`config.mk`:
```
export PLATFORM = sky130hd
export DESIGN_NAME = uam_top
export DESIGN_NICKNAME = d
export VERILOG_FILES = /design/src/hw/uam_pkg.sv /design/src/hw/uam_hour_ctr.sv /design/src/hw/uam_top.sv
export SDC_FILE = /design/constraint.sdc
export NUM_CORES = 2
export LEC_CHECK = 0
export ABC_CLOCK_PERIOD_IN_PS = 580500
export BUFFER_PORTS_ARGS = -buffer_cell sky130_fd_sc_hd__buf_2
export CELL_PAD_IN_SITES_DETAIL_PLACEMENT = 0
export CELL_PAD_IN_SITES_GLOBAL_PLACEMENT = 2
export CORE_ASPECT_RATIO = 0.6
export CORE_MARGIN = 3
export CORE_UTILIZATION = 42
export CTS_CLUSTER_SIZE = 14
export DETAILED_ROUTE_END_ITERATION = 8
export GPL_TIMING_DRIVEN = 0
export PLACE_DENSITY_LB_ADDON = 0.1
export SLEW_MARGIN = 0
export SYNTH_ARGS = -nofsm -noshare
export SYNTH_HDL_FRONTEND = slang
export SYNTH_HIERARCHICAL = 1
export SYNTH_SLANG_ARGS = --single-unit
```
`constraint.sdc`:
```
create_clock -name aclk -period 580.5 [get_ports aclk]
set_input_delay 116.1 -clock aclk [delete_from_list [all_inputs] [get_ports aclk]]
set_output_delay 116.1 -clock aclk [all_outputs]
set_load 0.02 [all_outputs]
```
`src/hw/uam_pkg.sv`:
```
// Constants shared by the usage accumulator and meter scaling block.
// Assumes a single 25 MHz clock and an AXI4-Lite register port.
package uam_pkg;
   // Register byte offsets
   localparam logic [7:0] REG_ENERGY_CLR = 8'h00;
   localparam logic [7:0] REG_RUN_CLR = 8'h04;
   localparam logic [7:0] REG_DEC_SEL = 8'h08;
   localparam logic [7:0] REG_DISP_SEL = 8'h0c;
   localparam logic [7:0] REG_FREQ_FS = 8'h10;
   localparam logic [7:0] REG_CUR_FS = 8'h14;
   localparam logic [7:0] REG_ZERO_TRIM = 8'h18;
   localparam logic [7:0] REG_GAIN_TRIM = 8'h1c;
   localparam logic [7:0] REG_USER_GRP = 8'h20;
   localparam logic [7:0] REG_WR_PROT = 8'h24;
   localparam logic [7:0] REG_METER_ITEM = 8'h28;
   localparam logic [7:0] REG_ENERGY = 8'h2c;
   localparam logic [7:0] REG_PON_HRS = 8'h30;
   localparam logic [7:0] REG_RUN_HRS = 8'h34;
   localparam logic [7:0] REG_PON_TALLY = 8'h38;
   localparam logic [7:0] REG_RUN_TALLY = 8'h3c;
   // Parameter codes
   localparam logic [15:0] CODE_OFF = 16'h270f;
   localparam logic [15:0] CODE_TEN = 16'h000a;
   localparam logic [15:0] CODE_ZERO = 16'h0000;
   localparam logic [15:0] CODE_ONE = 16'h0001;
   localparam logic [15:0] SEL_PON = 16'h0014;
   localparam logic [15:0] SEL_RUN = 16'h0017;
   localparam logic [15:0] SEL_ENERGY = 16'h0019;
   localparam logic [15:0] ITEM_FREQ = 16'h0001;
   localparam logic [15:0] ITEM_CUR = 16'h0002;
   // Reset values and limits, frequency 0.01 Hz, current 0.01 A
   localparam logic [15:0] FREQ_FS_RST = 16'h1388;
   localparam logic [15:0] FREQ_FS_MAX = 16'h9c40;
   localparam logic [15:0] CUR_FS_MAX = 16'hc350;
   localparam logic [15:0] ZERO_TRIM_RST = 16'h03e8;
   localparam logic [15:0] ZERO_TRIM_MIN = 16'h03ca;
   localparam logic [15:0] ZERO_TRIM_MAX = 16'h04b0;
   localparam logic [15:0] GAIN_TRIM_RST = 16'h03e8;
   localparam logic [15:0] GAIN_TRIM_MAX = 16'h07d0;
   // Meter output in mV
   localparam int METER_FS_MV = 10000;
   localparam int METER_MIN_MV = -100;
   localparam int TRIM_STEP_MV = 5;
   localparam int TRIM_CENTRE = 1000;
   // Energy in 0.01 kWh; one unit is 3600 x 0.01 kW x 1 s
   localparam logic [19:0] ENERGY_MAX = 20'hf423f;
   localparam logic [19:0] ENERGY_TWO_DP = 20'h02710;
   localparam logic [19:0] ENERGY_ONE_DP = 20'h186a0;
   localparam logic [15:0] COMM_TEN_MAX = 16'h270f;
   localparam int KWS_PER_UNIT = 3600;
   // Time base
   localparam int CLK_PERIOD_NS = 40;
   localparam int SEC_NS = 1000000000;
   localparam int CYC_PER_SEC = SEC_NS / CLK_PERIOD_NS;
   localparam int SEC_PER_HOUR = 3600;
   localparam logic [1:0] RESP_OKAY = 2'b00;
   localparam logic [1:0] RESP_SLVERR = 2'b10;
endpackage

```
`src/hw/uam_hour_ctr.sv`:
```
// One hour counter with its own wrap tally.
// Assumes a one-cycle hour tick from the caller's time base.
`timescale 1ns/1ps
`default_nettype none
module uam_hour_ctr #(
   parameter int WIDTH = 16
) (
   input wire logic aclk,
   input wire logic aresetn,
   input wire logic tick,
   input wire logic clr,
   output logic [WIDTH-1:0] hours_ff,
   output logic [WIDTH-1:0] tally_ff
);
   localparam logic [WIDTH-1:0] ALL_ONES = '1;
   wire wrap = tick && (hours_ff == ALL_ONES);

   always_ff @(posedge aclk) begin
      if (!aresetn) begin
         hours_ff <= '0;
      end else if (clr) begin
         hours_ff <= '0;
      end else if (tick) begin
         hours_ff <= hours_ff + 1'b1;
      end
   end

   always_ff @(posedge aclk) begin
      if (!aresetn) begin
         tally_ff <= '0;
      end else if (wrap && !clr) begin
         tally_ff <= tally_ff + 1'b1;
      end
   end

   step_one_a: assert property (@(posedge aclk) disable iff (!aresetn)
      tick && !clr && hours_ff != ALL_ONES |=> hours_ff == $past(hours_ff) + 1'b1)
      else $error("hour count missed a tick");
   wrap_zero_a: assert property (@(posedge aclk) disable iff (!aresetn)
      wrap && !clr |=> hours_ff == '0 && tally_ff == $past(tally_ff) + 1'b1)
      else $error("wrap not counted");
   hold_idle_a: assert property (@(posedge aclk) disable iff (!aresetn)
      !tick && !clr |=> $stable(hours_ff))
      else $error("hour count moved without tick");
   clear_run_a: assert property (@(posedge aclk) disable iff (!aresetn)
      clr |=> hours_ff == '0)
      else $error("clear ignored");
endmodule // uam_hour_ctr
`default_nettype wire

```
`src/hw/uam_top.sv`:
```
// Energy and hour accumulators, panel formatting and meter scaling.
// Assumes drive-side monitor inputs are on aclk; registers via AXI4-Lite.
//
// The address map and the AXI4-Lite interface to the registers were chosen for this implementation.
`timescale 1ns/1ps
`default_nettype none
// Summary of operation
// Energy sums output power; shown total refreshes once per hour.
// Energy up to 9999.99 kWh on four digits, resolution by size.
// Writing zero to energy clear parameter zeroes the energy total.
// Energy clear parameter reads back its range mode, 9999 or 10.
// Power-on hours advance once per energized hour.
// Running hours advance only while the drive runs.
// Each hour counter wraps past 65535 to zero.
// Each hour counter has a readable wrap tally.
// Zero to run clear parameter clears running hours; power-on never.
// Running time credited only after one uninterrupted hour.
// Run clear parameter always reads back 9999.
// Decimal select zero shows whole units; below 0.99 shows zero.
// Decimal select one drops hundredths; whole values unchanged.
// Decimal select leaves hour monitors untouched.
// Frequency full scale 0 to 400 Hz, initially 50 Hz.
// Current full scale 0 to 500 A, initially rated current.
// Meter code proportional to value over full scale, max 10 V.
// Zero trim 970 to 1200, initially 1000.
// Each zero trim step shifts output about 5 mV.
// Meter output never below about -100 mV.
// Meter settings writable whatever the write protect setting.
// Meter settings accessible only when user group select is zero.
// Operator does gain calibration after any zero calibration.
// Gain trim scales full scale value to 10 V.
// Power integrated each second so no energy is lost.
// Hour ticks from hidden prescaler on internal time base.
module uam_top #(
   parameter int CYC_SEC = uam_pkg::CYC_PER_SEC,
   parameter int SEC_HOUR = uam_pkg::SEC_PER_HOUR,
   parameter logic [15:0] RATED_CUR = 16'h0320
) (
   input wire logic aclk,
   input wire logic aresetn,
   input wire logic [7:0] s_axi_awaddr,
   input wire logic s_axi_awvalid,
   output logic s_axi_awready,
   input wire logic [31:0] s_axi_wdata,
   input wire logic [3:0] s_axi_wstrb,
   input wire logic s_axi_wvalid,
   output logic s_axi_wready,
   output logic [1:0] s_axi_bresp,
   output logic s_axi_bvalid,
   input wire logic s_axi_bready,
   input wire logic [7:0] s_axi_araddr,
   input wire logic s_axi_arvalid,
   output logic s_axi_arready,
   output logic [31:0] s_axi_rdata,
   output logic [1:0] s_axi_rresp,
   output logic s_axi_rvalid,
   input wire logic s_axi_rready,
   input wire logic drive_running,
   input wire logic [15:0] out_power,
   input wire logic [15:0] out_freq,
   input wire logic [15:0] out_current,
   input wire logic [15:0] ext_monitor,
   input wire logic [1:0] ext_monitor_dp,
   output logic [15:0] disp_value_ff,
   output logic [1:0] disp_dp_ff,
   output logic signed [15:0] meter_voltage_output_ff
);
   // Drops decimals as the decimal digit select asks
   function automatic logic [17:0] fmt_dec(input logic [15:0] v,
         input logic [1:0] dp, input logic [15:0] sel);
      logic [17:0] r;
      r = {v, dp};
      if (sel == uam_pkg::CODE_ZERO && dp == 2'd1)
         r = {16'(v / 16'd10), 2'd0};
      else if (sel == uam_pkg::CODE_ZERO && dp == 2'd2)
         r = {16'(v / 16'd100), 2'd0};
      else if (sel == uam_pkg::CODE_ONE && dp == 2'd2)
         r = {16'(v / 16'd10), 2'd1};
      return r;
   endfunction

   function automatic logic meter_reg(input logic [7:0] a);
      return a == uam_pkg::REG_FREQ_FS || a == uam_pkg::REG_CUR_FS ||
         a == uam_pkg::REG_ZERO_TRIM || a == uam_pkg::REG_GAIN_TRIM;
   endfunction

   logic aw_got_ff, w_got_ff;
   logic [7:0] awaddr_ff;
   logic [15:0] wdata_ff;
   logic [15:0] energy_mode_ff, dec_sel_ff, disp_sel_ff, freq_fs_ff;
   logic [15:0] cur_fs_ff, zero_trim_ff, gain_trim_ff, user_grp_ff;
   logic [15:0] wr_prot_ff, meter_item_ff;
   logic [31:0] sec_cnt_ff;
   logic [15:0] hour_sec_ff, run_sec_ff;
   logic sec_tick_ff, hour_tick_ff, run_tick_ff;
   logic [19:0] energy_tot_ff, energy_shown_ff;
   logic [15:0] energy_frac_ff;
   logic [15:0] pon_hours, pon_tally, run_hours, run_tally;
   logic [15:0] comm_kwh;
   logic [19:0] shown_kwh;

   // Write path: address and data taken in either order
   wire do_wr = aw_got_ff && w_got_ff && !s_axi_bvalid;
   wire meter_ok = user_grp_ff == uam_pkg::CODE_ZERO;
   wire gen_ok = wr_prot_ff != uam_pkg::CODE_ONE;
   wire wr_map = awaddr_ff[1:0] == 2'b00 && awaddr_ff <= uam_pkg::REG_WR_PROT
      || awaddr_ff == uam_pkg::REG_METER_ITEM;
   wire wr_meter = do_wr && meter_ok && meter_reg(awaddr_ff);
   wire wr_gen = do_wr && gen_ok;
   wire energy_clr = wr_gen && awaddr_ff == uam_pkg::REG_ENERGY_CLR
      && wdata_ff == uam_pkg::CODE_ZERO;
   wire run_clr = wr_gen && awaddr_ff == uam_pkg::REG_RUN_CLR
      && wdata_ff == uam_pkg::CODE_ZERO;

   always_ff @(posedge aclk) begin
      if (!aresetn) begin
         aw_got_ff <= 1'b0;
         w_got_ff <= 1'b0;
         awaddr_ff <= '0;
         wdata_ff <= '0;
      end else begin
         if (s_axi_awvalid && s_axi_awready) begin
            aw_got_ff <= 1'b1;
            awaddr_ff <= s_axi_awaddr;
         end else if (do_wr) begin
            aw_got_ff <= 1'b0;
         end
         if (s_axi_wvalid && s_axi_wready) begin
            w_got_ff <= 1'b1;
            wdata_ff <= s_axi_wdata[15:0];
         end else if (do_wr) begin
            w_got_ff <= 1'b0;
         end
      end
   end

   // Ready only while the slot is empty; one write at a time
   always_ff @(posedge aclk) begin
      if (!aresetn) begin
         s_axi_awready <= 1'b0;
         s_axi_wready <= 1'b0;
         s_axi_bvalid <= 1'b0;
         s_axi_bresp <= uam_pkg::RESP_OKAY;
      end else begin
         s_axi_awready <= !aw_got_ff && !(s_axi_awvalid && s_axi_awready)
            && !s_axi_bvalid && !do_wr;
         s_axi_wready <= !w_got_ff && !(s_axi_wvalid && s_axi_wready)
            && !s_axi_bvalid && !do_wr;
         if (do_wr) begin
            s_axi_bvalid <= 1'b1;
            s_axi_bresp <= wr_map ? uam_pkg::RESP_OKAY : uam_pkg::RESP_SLVERR;
         end else if (s_axi_bready) begin
            s_axi_bvalid <= 1'b0;
         end
      end
   end

   // General settings; out of range energy clear and decimal select values are ignored
   always_ff @(posedge aclk) begin
      if (!aresetn) begin
         energy_mode_ff <= uam_pkg::CODE_OFF;
         dec_sel_ff <= uam_pkg::CODE_OFF;
         disp_sel_ff <= uam_pkg::CODE_ZERO;
         user_grp_ff <= uam_pkg::CODE_ZERO;
         wr_prot_ff <= uam_pkg::CODE_ZERO;
         meter_item_ff <= uam_pkg::ITEM_FREQ;
      end else if (wr_gen) begin
         unique case (awaddr_ff)
            uam_pkg::REG_ENERGY_CLR:
               if (wdata_ff == uam_pkg::CODE_OFF ||
                   wdata_ff == uam_pkg::CODE_TEN)
                  energy_mode_ff <= wdata_ff;
            uam_pkg::REG_DEC_SEL:
               if (wdata_ff == uam_pkg::CODE_OFF ||
                   wdata_ff <= uam_pkg::CODE_ONE)
                  dec_sel_ff <= wdata_ff;
            uam_pkg::REG_DISP_SEL: disp_sel_ff <= wdata_ff;
            uam_pkg::REG_USER_GRP: user_grp_ff <= wdata_ff;
            uam_pkg::REG_METER_ITEM: meter_item_ff <= wdata_ff;
            default: ;
         endcase
      end
      if (aresetn && do_wr && awaddr_ff == uam_pkg::REG_WR_PROT)
         wr_prot_ff <= wdata_ff;
   end

   // Meter settings bypass write protect
   always_ff @(posedge aclk) begin
      if (!aresetn) begin
         freq_fs_ff <= uam_pkg::FREQ_FS_RST;
         cur_fs_ff <= RATED_CUR;
         zero_trim_ff <= uam_pkg::ZERO_TRIM_RST;
         gain_trim_ff <= uam_pkg::GAIN_TRIM_RST;
      end else if (wr_meter) begin
         unique case (awaddr_ff)
            uam_pkg::REG_FREQ_FS:
               if (wdata_ff <= uam_pkg::FREQ_FS_MAX) freq_fs_ff <= wdata_ff;
            uam_pkg::REG_CUR_FS:
               if (wdata_ff <= uam_pkg::CUR_FS_MAX) cur_fs_ff <= wdata_ff;
            uam_pkg::REG_ZERO_TRIM:
               if (wdata_ff >= uam_pkg::ZERO_TRIM_MIN &&
                   wdata_ff <= uam_pkg::ZERO_TRIM_MAX)
                  zero_trim_ff <= wdata_ff;
            uam_pkg::REG_GAIN_TRIM:
               if (wdata_ff <= uam_pkg::GAIN_TRIM_MAX)
                  gain_trim_ff <= wdata_ff;
            default: ;
         endcase
      end
   end

   // Read path, one cycle after the address is taken
   logic [31:0] rd_word;
   always_comb begin
      rd_word = '0;
      unique case (s_axi_araddr)
         uam_pkg::REG_ENERGY_CLR: rd_word[15:0] = energy_mode_ff;
         uam_pkg::REG_RUN_CLR: rd_word[15:0] = uam_pkg::CODE_OFF;
         uam_pkg::REG_DEC_SEL: rd_word[15:0] = dec_sel_ff;
         uam_pkg::REG_DISP_SEL: rd_word[15:0] = disp_sel_ff;
         uam_pkg::REG_FREQ_FS: rd_word[15:0] = meter_ok ? freq_fs_ff : '0;
         uam_pkg::REG_CUR_FS: rd_word[15:0] = meter_ok ? cur_fs_ff : '0;
         uam_pkg::REG_ZERO_TRIM: rd_word[15:0] = meter_ok ? zero_trim_ff : '0;
         uam_pkg::REG_GAIN_TRIM: rd_word[15:0] = meter_ok ? gain_trim_ff : '0;
         uam_pkg::REG_USER_GRP: rd_word[15:0] = user_grp_ff;
         uam_pkg::REG_WR_PROT: rd_word[15:0] = wr_prot_ff;
         uam_pkg::REG_METER_ITEM: rd_word[15:0] = meter_item_ff;
         uam_pkg::REG_ENERGY: rd_word[15:0] = comm_kwh;
         uam_pkg::REG_PON_HRS: rd_word[15:0] = pon_hours;
         uam_pkg::REG_RUN_HRS: rd_word[15:0] = run_hours;
         uam_pkg::REG_PON_TALLY: rd_word[15:0] = pon_tally;
         uam_pkg::REG_RUN_TALLY: rd_word[15:0] = run_tally;
         default: rd_word = '0;
      endcase
   end

   always_comb begin
      shown_kwh = 20'(energy_shown_ff / 20'd100);
      comm_kwh = shown_kwh[15:0];
      if (energy_mode_ff == uam_pkg::CODE_TEN &&
          shown_kwh > 20'(uam_pkg::COMM_TEN_MAX))
         comm_kwh = uam_pkg::COMM_TEN_MAX;
   end

   wire rd_map = s_axi_araddr[1:0] == 2'b00 &&
      s_axi_araddr <= uam_pkg::REG_RUN_TALLY;

   always_ff @(posedge aclk) begin
      if (!aresetn) begin
         s_axi_arready <= 1'b0;
         s_axi_rvalid <= 1'b0;
         s_axi_rdata <= '0;
         s_axi_rresp <= uam_pkg::RESP_OKAY;
      end else begin
         s_axi_arready <= !s_axi_rvalid && !(s_axi_arvalid && s_axi_arready);
         if (s_axi_arvalid && s_axi_arready) begin
            s_axi_rvalid <= 1'b1;
            s_axi_rdata <= rd_word;
            s_axi_rresp <= rd_map ? uam_pkg::RESP_OKAY : uam_pkg::RESP_SLVERR;
         end else if (s_axi_rready) begin
            s_axi_rvalid <= 1'b0;
         end
      end
   end

   // Second and hour ticks; hour phase kept in a hidden prescaler
   always_ff @(posedge aclk) begin
      if (!aresetn) begin
         sec_cnt_ff <= '0;
         sec_tick_ff <= 1'b0;
      end else begin
         sec_tick_ff <= sec_cnt_ff == 32'(CYC_SEC - 1);
         sec_cnt_ff <= sec_cnt_ff == 32'(CYC_SEC - 1) ? '0 : sec_cnt_ff + 1'b1;
      end
   end

   always_ff @(posedge aclk) begin
      if (!aresetn) begin
         hour_sec_ff <= '0;
         hour_tick_ff <= 1'b0;
      end else begin
         hour_tick_ff <= 1'b0;
         if (sec_tick_ff) begin
            hour_sec_ff <= hour_sec_ff + 1'b1;
            if (hour_sec_ff == 16'(SEC_HOUR - 1)) begin
               hour_sec_ff <= '0;
               hour_tick_ff <= 1'b1;
            end
         end
      end
   end

   // Running span restarts on any stop, so short runs earn nothing
   always_ff @(posedge aclk) begin
      if (!aresetn) begin
         run_sec_ff <= '0;
         run_tick_ff <= 1'b0;
      end else begin
         run_tick_ff <= 1'b0;
         if (!drive_running) begin
            run_sec_ff <= '0;
         end else if (sec_tick_ff) begin
            run_sec_ff <= run_sec_ff + 1'b1;
            if (run_sec_ff == 16'(SEC_HOUR - 1)) begin
               run_sec_ff <= '0;
               run_tick_ff <= 1'b1;
            end
         end
      end
   end

   uam_hour_ctr #(.WIDTH(16)) u_pon (
      .aclk(aclk),
      .aresetn(aresetn),
      .tick(hour_tick_ff),
      .clr(1'b0),
      .hours_ff(pon_hours),
      .tally_ff(pon_tally)
   );

   uam_hour_ctr #(.WIDTH(16)) u_run (
      .aclk(aclk),
      .aresetn(aresetn),
      .tick(run_tick_ff),
      .clr(run_clr),
      .hours_ff(run_hours),
      .tally_ff(run_tally)
   );

   // Energy: per-second integration, remainder carried
   wire [16:0] frac_sum = 17'(energy_frac_ff) + 17'(out_power);
   wire [16:0] frac_units = 17'(frac_sum / 17'(uam_pkg::KWS_PER_UNIT));
   wire [16:0] frac_rem = 17'(frac_sum % 17'(uam_pkg::KWS_PER_UNIT));
   wire [20:0] tot_sum = 21'(energy_tot_ff) + 21'(frac_units);

   always_ff @(posedge aclk) begin
      if (!aresetn || energy_clr) begin
         energy_tot_ff <= '0;
         energy_frac_ff <= '0;
      end else if (sec_tick_ff) begin
         energy_frac_ff <= frac_rem[15:0];
         energy_tot_ff <= tot_sum > 21'(uam_pkg::ENERGY_MAX) ?
            uam_pkg::ENERGY_MAX : tot_sum[19:0];
      end
   end

   always_ff @(posedge aclk) begin
      if (!aresetn || energy_clr) begin
         energy_shown_ff <= '0;
      end else if (hour_tick_ff) begin
         energy_shown_ff <= energy_tot_ff;
      end
   end

   // Panel: four digits, point moves as energy grows
   logic [17:0] energy_fmt, panel;
   always_comb begin
      if (energy_shown_ff < uam_pkg::ENERGY_TWO_DP)
         energy_fmt = {energy_shown_ff[15:0], 2'd2};
      else if (energy_shown_ff < uam_pkg::ENERGY_ONE_DP)
         energy_fmt = {16'(energy_shown_ff / 20'd10), 2'd1};
      else
         energy_fmt = {16'(energy_shown_ff / 20'd100), 2'd0};
      unique case (disp_sel_ff)
         uam_pkg::SEL_PON: panel = {pon_hours, 2'd0};
         uam_pkg::SEL_RUN: panel = {run_hours, 2'd0};
         uam_pkg::SEL_ENERGY:
            panel = fmt_dec(energy_fmt[17:2], energy_fmt[1:0], dec_sel_ff);
         default: panel = fmt_dec(ext_monitor, ext_monitor_dp,
            dec_sel_ff);
      endcase
   end

   always_ff @(posedge aclk) begin
      if (!aresetn) begin
         disp_value_ff <= '0;
         disp_dp_ff <= '0;
      end else begin
         disp_value_ff <= panel[17:2];
         disp_dp_ff <= panel[1:0];
      end
   end

   // Meter: value over full scale, gain in per mille, trim in 5 mV steps
   logic [15:0] mon, fs;
   logic [31:0] ratio;
   // Wide enough for a tiny full scale at maximum gain
   logic signed [43:0] mv;
   always_comb begin
      mon = meter_item_ff == uam_pkg::ITEM_CUR ? out_current : out_freq;
      fs = meter_item_ff == uam_pkg::ITEM_CUR ? cur_fs_ff : freq_fs_ff;
      ratio = fs == '0 ? 32'(uam_pkg::METER_FS_MV) :
         32'(32'(mon) * 32'(uam_pkg::METER_FS_MV) / 32'(fs));
      mv = 44'(ratio) * 44'(gain_trim_ff) / 44'(uam_pkg::TRIM_CENTRE);
      mv = mv + (44'(zero_trim_ff) - 44'(uam_pkg::TRIM_CENTRE))
         * 44'(uam_pkg::TRIM_STEP_MV);
      if (mv > 44'(uam_pkg::METER_FS_MV))
         mv = 44'(uam_pkg::METER_FS_MV);
      if (mv < 44'(uam_pkg::METER_MIN_MV))
         mv = 44'(uam_pkg::METER_MIN_MV);
   end

   always_ff @(posedge aclk) begin
      if (!aresetn) begin
         meter_voltage_output_ff <= '0;
      end else begin
         meter_voltage_output_ff <= mv[15:0];
      end
   end

   energy_clear_a: assert property (@(posedge aclk) disable iff (!aresetn)
      energy_clr |=> energy_tot_ff == '0 && energy_shown_ff == '0)
      else $error("energy not cleared");
   energy_hourly_a: assert property (@(posedge aclk) disable iff (!aresetn)
      !hour_tick_ff && !energy_clr |=> $stable(energy_shown_ff))
      else $error("energy shown off the hour");
   mode_read_a: assert property (@(posedge aclk) disable iff (!aresetn)
      s_axi_arvalid && s_axi_arready &&
      s_axi_araddr == uam_pkg::REG_ENERGY_CLR |=> s_axi_rvalid &&
      (s_axi_rdata == 32'(uam_pkg::CODE_OFF) ||
       s_axi_rdata == 32'(uam_pkg::CODE_TEN)))
      else $error("energy clear read not a mode");
   run_read_a: assert property (@(posedge aclk) disable iff (!aresetn)
      s_axi_arvalid && s_axi_arready &&
      s_axi_araddr == uam_pkg::REG_RUN_CLR |=>
      s_axi_rdata == 32'(uam_pkg::CODE_OFF))
      else $error("run clear read not 9999");
   meter_range_a: assert property (@(posedge aclk) disable iff (!aresetn)
      meter_voltage_output_ff <= 16'(uam_pkg::METER_FS_MV) &&
      meter_voltage_output_ff >= 16'(uam_pkg::METER_MIN_MV))
      else $error("meter out of range");
   short_run_a: assert property (@(posedge aclk) disable iff (!aresetn)
      !drive_running |=> !run_tick_ff ##1 !run_tick_ff)
      else $error("run credited after stop");
   trim_range_a: assert property (@(posedge aclk) disable iff (!aresetn)
      zero_trim_ff >= uam_pkg::ZERO_TRIM_MIN &&
      zero_trim_ff <= uam_pkg::ZERO_TRIM_MAX)
      else $error("zero trim out of range");
   group_lock_a: assert property (@(posedge aclk) disable iff (!aresetn)
      user_grp_ff != uam_pkg::CODE_ZERO |=> $stable(freq_fs_ff) &&
      $stable(cur_fs_ff) && $stable(zero_trim_ff))
      else $error("meter setting changed while locked");
endmodule // uam_top
`default_nettype wire

```
==> out/qor.yml <==
status: "complete, but fails checks"
violated_checks: "max-capacitance violations"
timing.final.setup_violations: 0
synth_seq_cells: 430
critPathRequiredTime_ps: 580990
netlist_area_um2: 78600
antenna_found_initial: 19
design.core.area_um2: 185000
cts_made_buffers: 50
max_slew.worst_pin.slew_ps: 1480
htreeDepth: 2
critical-path-max-stage-delay_ps: 1040
synth-edff-count: 16
cp_slowest_cell: "o41ai_2"
r2r-end: "meter_voltage_output_ff[5]$_SDFF_PP0_"
ant_nets: 0
path_common_cell: "o21a_1"
cts_tree: "done"
clock_tree.buffer_depth: 3
ios: 201
fraction_of_layout_cells_with_a_size_suffix_above_1_pct: 6.87
synth.area.top_cells: "fa_1 11%, ha_1 11%, dfxtp_1 11%"
firstDrtPassIters: 8
nNetsFinal: 11900
number_of_fillers_in_the_final_layout: 18800
maximum_number_of_pins_on_one_net_before_global_route_repair: 34
max_flop_register: "sec_cnt_ff"
clock_insertion_delay_worst_skew_ps: 620
viasPerCell: 5.98
postCtsSetupBuffers: 0
clock_skew_ps: 29.3
fin_crit_sh_pct: 52.0
detail_route.wl_per_cell_um: 22.5
worstSetupPathType: "primary input to flip-flop"
post-route-drc-count: 0
final-max-slew-violation-count: 0
cts_hold_repair.buffers: 0
synth_cells: 10400
cap_violations: 1
ys_types: 170
synthesis.yosys.warnings: 6
async_set_or_reset_flop_fraction_in_the_synthesized_netlist_pct: 0
hold_crit_class: "flip-flop to flip-flop"
timing.slew.headroom_pct: 1.02
quantity_of_i_o_buffers_inserted_on_ports: 156
yosys-top-cells-count: "1138 x nand2_1, 1024 x nor2_1, 740 x inv_1"
worstReg2RegStart: "meter_item_ff[12]$_SDFFE_PN0P_"
syn-mean-instance-area_um2: 7.53
r2r_setup_slack_ps: 391290
grt_pass1_vias: 73000
synth.largest_area_cell: "fa_1"
globalplace.congestion: 0.986
max_freq_ghz: 0.00331
grt.overflow.total: 0
largest_registers: "sec_cnt_ff x32, energy_shown_ff x20, energy_tot_ff x20"
timing.critical_path.from: "out_freq[3]"
number_of_flip_flops_under_the_largest_register_name: 32
grt_use_total_pct: 29.8
synth.yosys.seq_area_share_pct: 11.2
1st_iter_drt_viols: 8065
critPathCaptureType: "flip-flop"
syn_to_final_growth_pct: 8.29
root_buffer: "clkbuf_16"
std_cell_rows: 122
timing.reg2reg.worst_path_depth: 746
yosysTopAreaCellShare_pct: 11.5
yosys.cell_count.top_type: "nand2_1"
grt_first_pass_wirelength_mm: 451
timing.critical_path.from_type: "primary input"
synth-main-ff-cell: "dfxtp_1"
clock_sinks: 430
report.final.hold_viol_count: 0
cts.repair.resized: 0
cp-endpoint: "meter_voltage_output_ff[5]$_SDFF_PP0_"
die_area_um2: 192000
routed-via-count: 79100
post_dp_hpwl_mm: 248
rsz0062_at_grt: "no"
die_height_um: 341
layout_min_cycle_time_ps: 302060
holdWs_ps: 460
setup-tns-final_ps: 0
timing.critical_path.arrival_ps: 302550
starting_density_of_the_core_pct: 42.4
drt_wl_total_mm: 297
cts.clk_slew.worst_paths_ps: 60
crit_fanout: 10
die_width_um: 564
[area by class of cell]
| class | count | area [um^2] | area share (%) |
|---|---|---|---|
| Buffer | 465 | 1990 | 2.34 |
| Clock inverter | 23 | 325 | 0.382 |
| Clock buffer | 68 | 1430 | 1.68 |
| Multi-Input combinational cell | 8811 | 65300 | 76.8 |
| Antenna cell | 7 | 17.5 | 0.0206 |
| Inverter | 757 | 2840 | 3.34 |
| Sequential cell | 430 | 8770 | 10.3 |
| Tap cell | 2480 | 3100 | 3.65 |
| Timing Repair Buffer | 178 | 1250 | 1.48 |
[cell families after synthesis]
group | synth area share, %
and+or+nand+nor | 24.6
AOI/OAI and AO/OA | 23.8
buffers and inverters | 6.15
adders and majority gates | 22.7
xor gates and xnor gates | 6.71
DFF | 11.2
muxes | 4.90
other | 0.00956
[critical path, delay by kind of cell]
kind	cells	cell delay, ps
AO/OA/AOI/OAI	581	135730
AND/OR/NAND/NOR	166	46220
buffers and inverters	113	32290
adder cells (fa/ha/maj)	55	20110
multiplexers	15	5070
XOR/XNOR	13	3860
[cell usage in the layout (no fill, tap or decap), types with 55 or more instances in the layout]
cell      count
nand2_1    1138
nor2_1     1024
inv_1       740
ha_1        666
a21oi_1     661
nor3_1      458
fa_1        450
dfxtp_1     414
xnor2_1     379
clkbuf_1    373
o21a_1      331
o21ai_0     331
mux2i_1     239
nand3_1     233
xor2_1      201
o31ai_1     199
buf_2       181
and2_1      170
and3_1      159
a21o_1      136
nand2b_1    119
mux2_2      107
nand4_1      99
o21bai_1     86
or2_2        86
nor4_1       81
nor2b_1      78
or3_1        74
a22oi_1      74
a31oi_1      64
o211ai_1     63
a211oi_1     55
[per-stage QoR]
step / instances / util (%) / area [um^2] / worst slack (ps)
detailed placement: 13100 / 45.0 / 83300 / 281540
floorplan: 10500 / - / 78700 / 316580
global route: 13200 / 45.9 / 85100 / 264520
finish: 13200 / 45.9 / 85100 / 278440
CTS: 13200 / 45.9 / 85000 / 281300
global placement: 13100 / 44.6 / 82600 / 280110
[layer usage]
| layer | vias to the layer above | GRT usage, % | routed length [um] |
|---|---|---|---|
| met1 | 38100 | 48.4 | 153000 |
| met4 | 0 | 4.38 | 4760 |
| met5 | - | 0 | 0 |
| li1 | 37900 | - | - |
| met3 | 217 | 6.55 | 28300 |
| met2 | 2880 | 39.5 | 111000 |
[worst min path at each step]
stage / startpoint / end / slack [ps] / cells after the start
2_1_floorplan: aw_got_ff$_SDFFE_PN0P_ / s_axi_awready$_SDFF_PN0_ / 420 / 1
3_3_place_gp: aw_got_ff$_SDFFE_PN0P_ / s_axi_awready$_SDFF_PN0_ / 430 / 1
3_5_place_dp: aw_got_ff$_SDFFE_PN0P_ / s_axi_awready$_SDFF_PN0_ / 450 / 1
4_1_cts: w_got_ff$_SDFFE_PN0P_ / s_axi_wready$_SDFF_PN0_ / 460 / 1
5_1_grt: w_got_ff$_SDFFE_PN0P_ / s_axi_wready$_SDFF_PN0_ / 480 / 1
6_report: awaddr_ff[0]$_SDFFE_PN0P_ / awaddr_ff[0]$_SDFFE_PN0P_ / 460 / 2
Power is not shown: default switching activity piles up to over one toggle a cycle in this logic, so the estimate is an artifact.
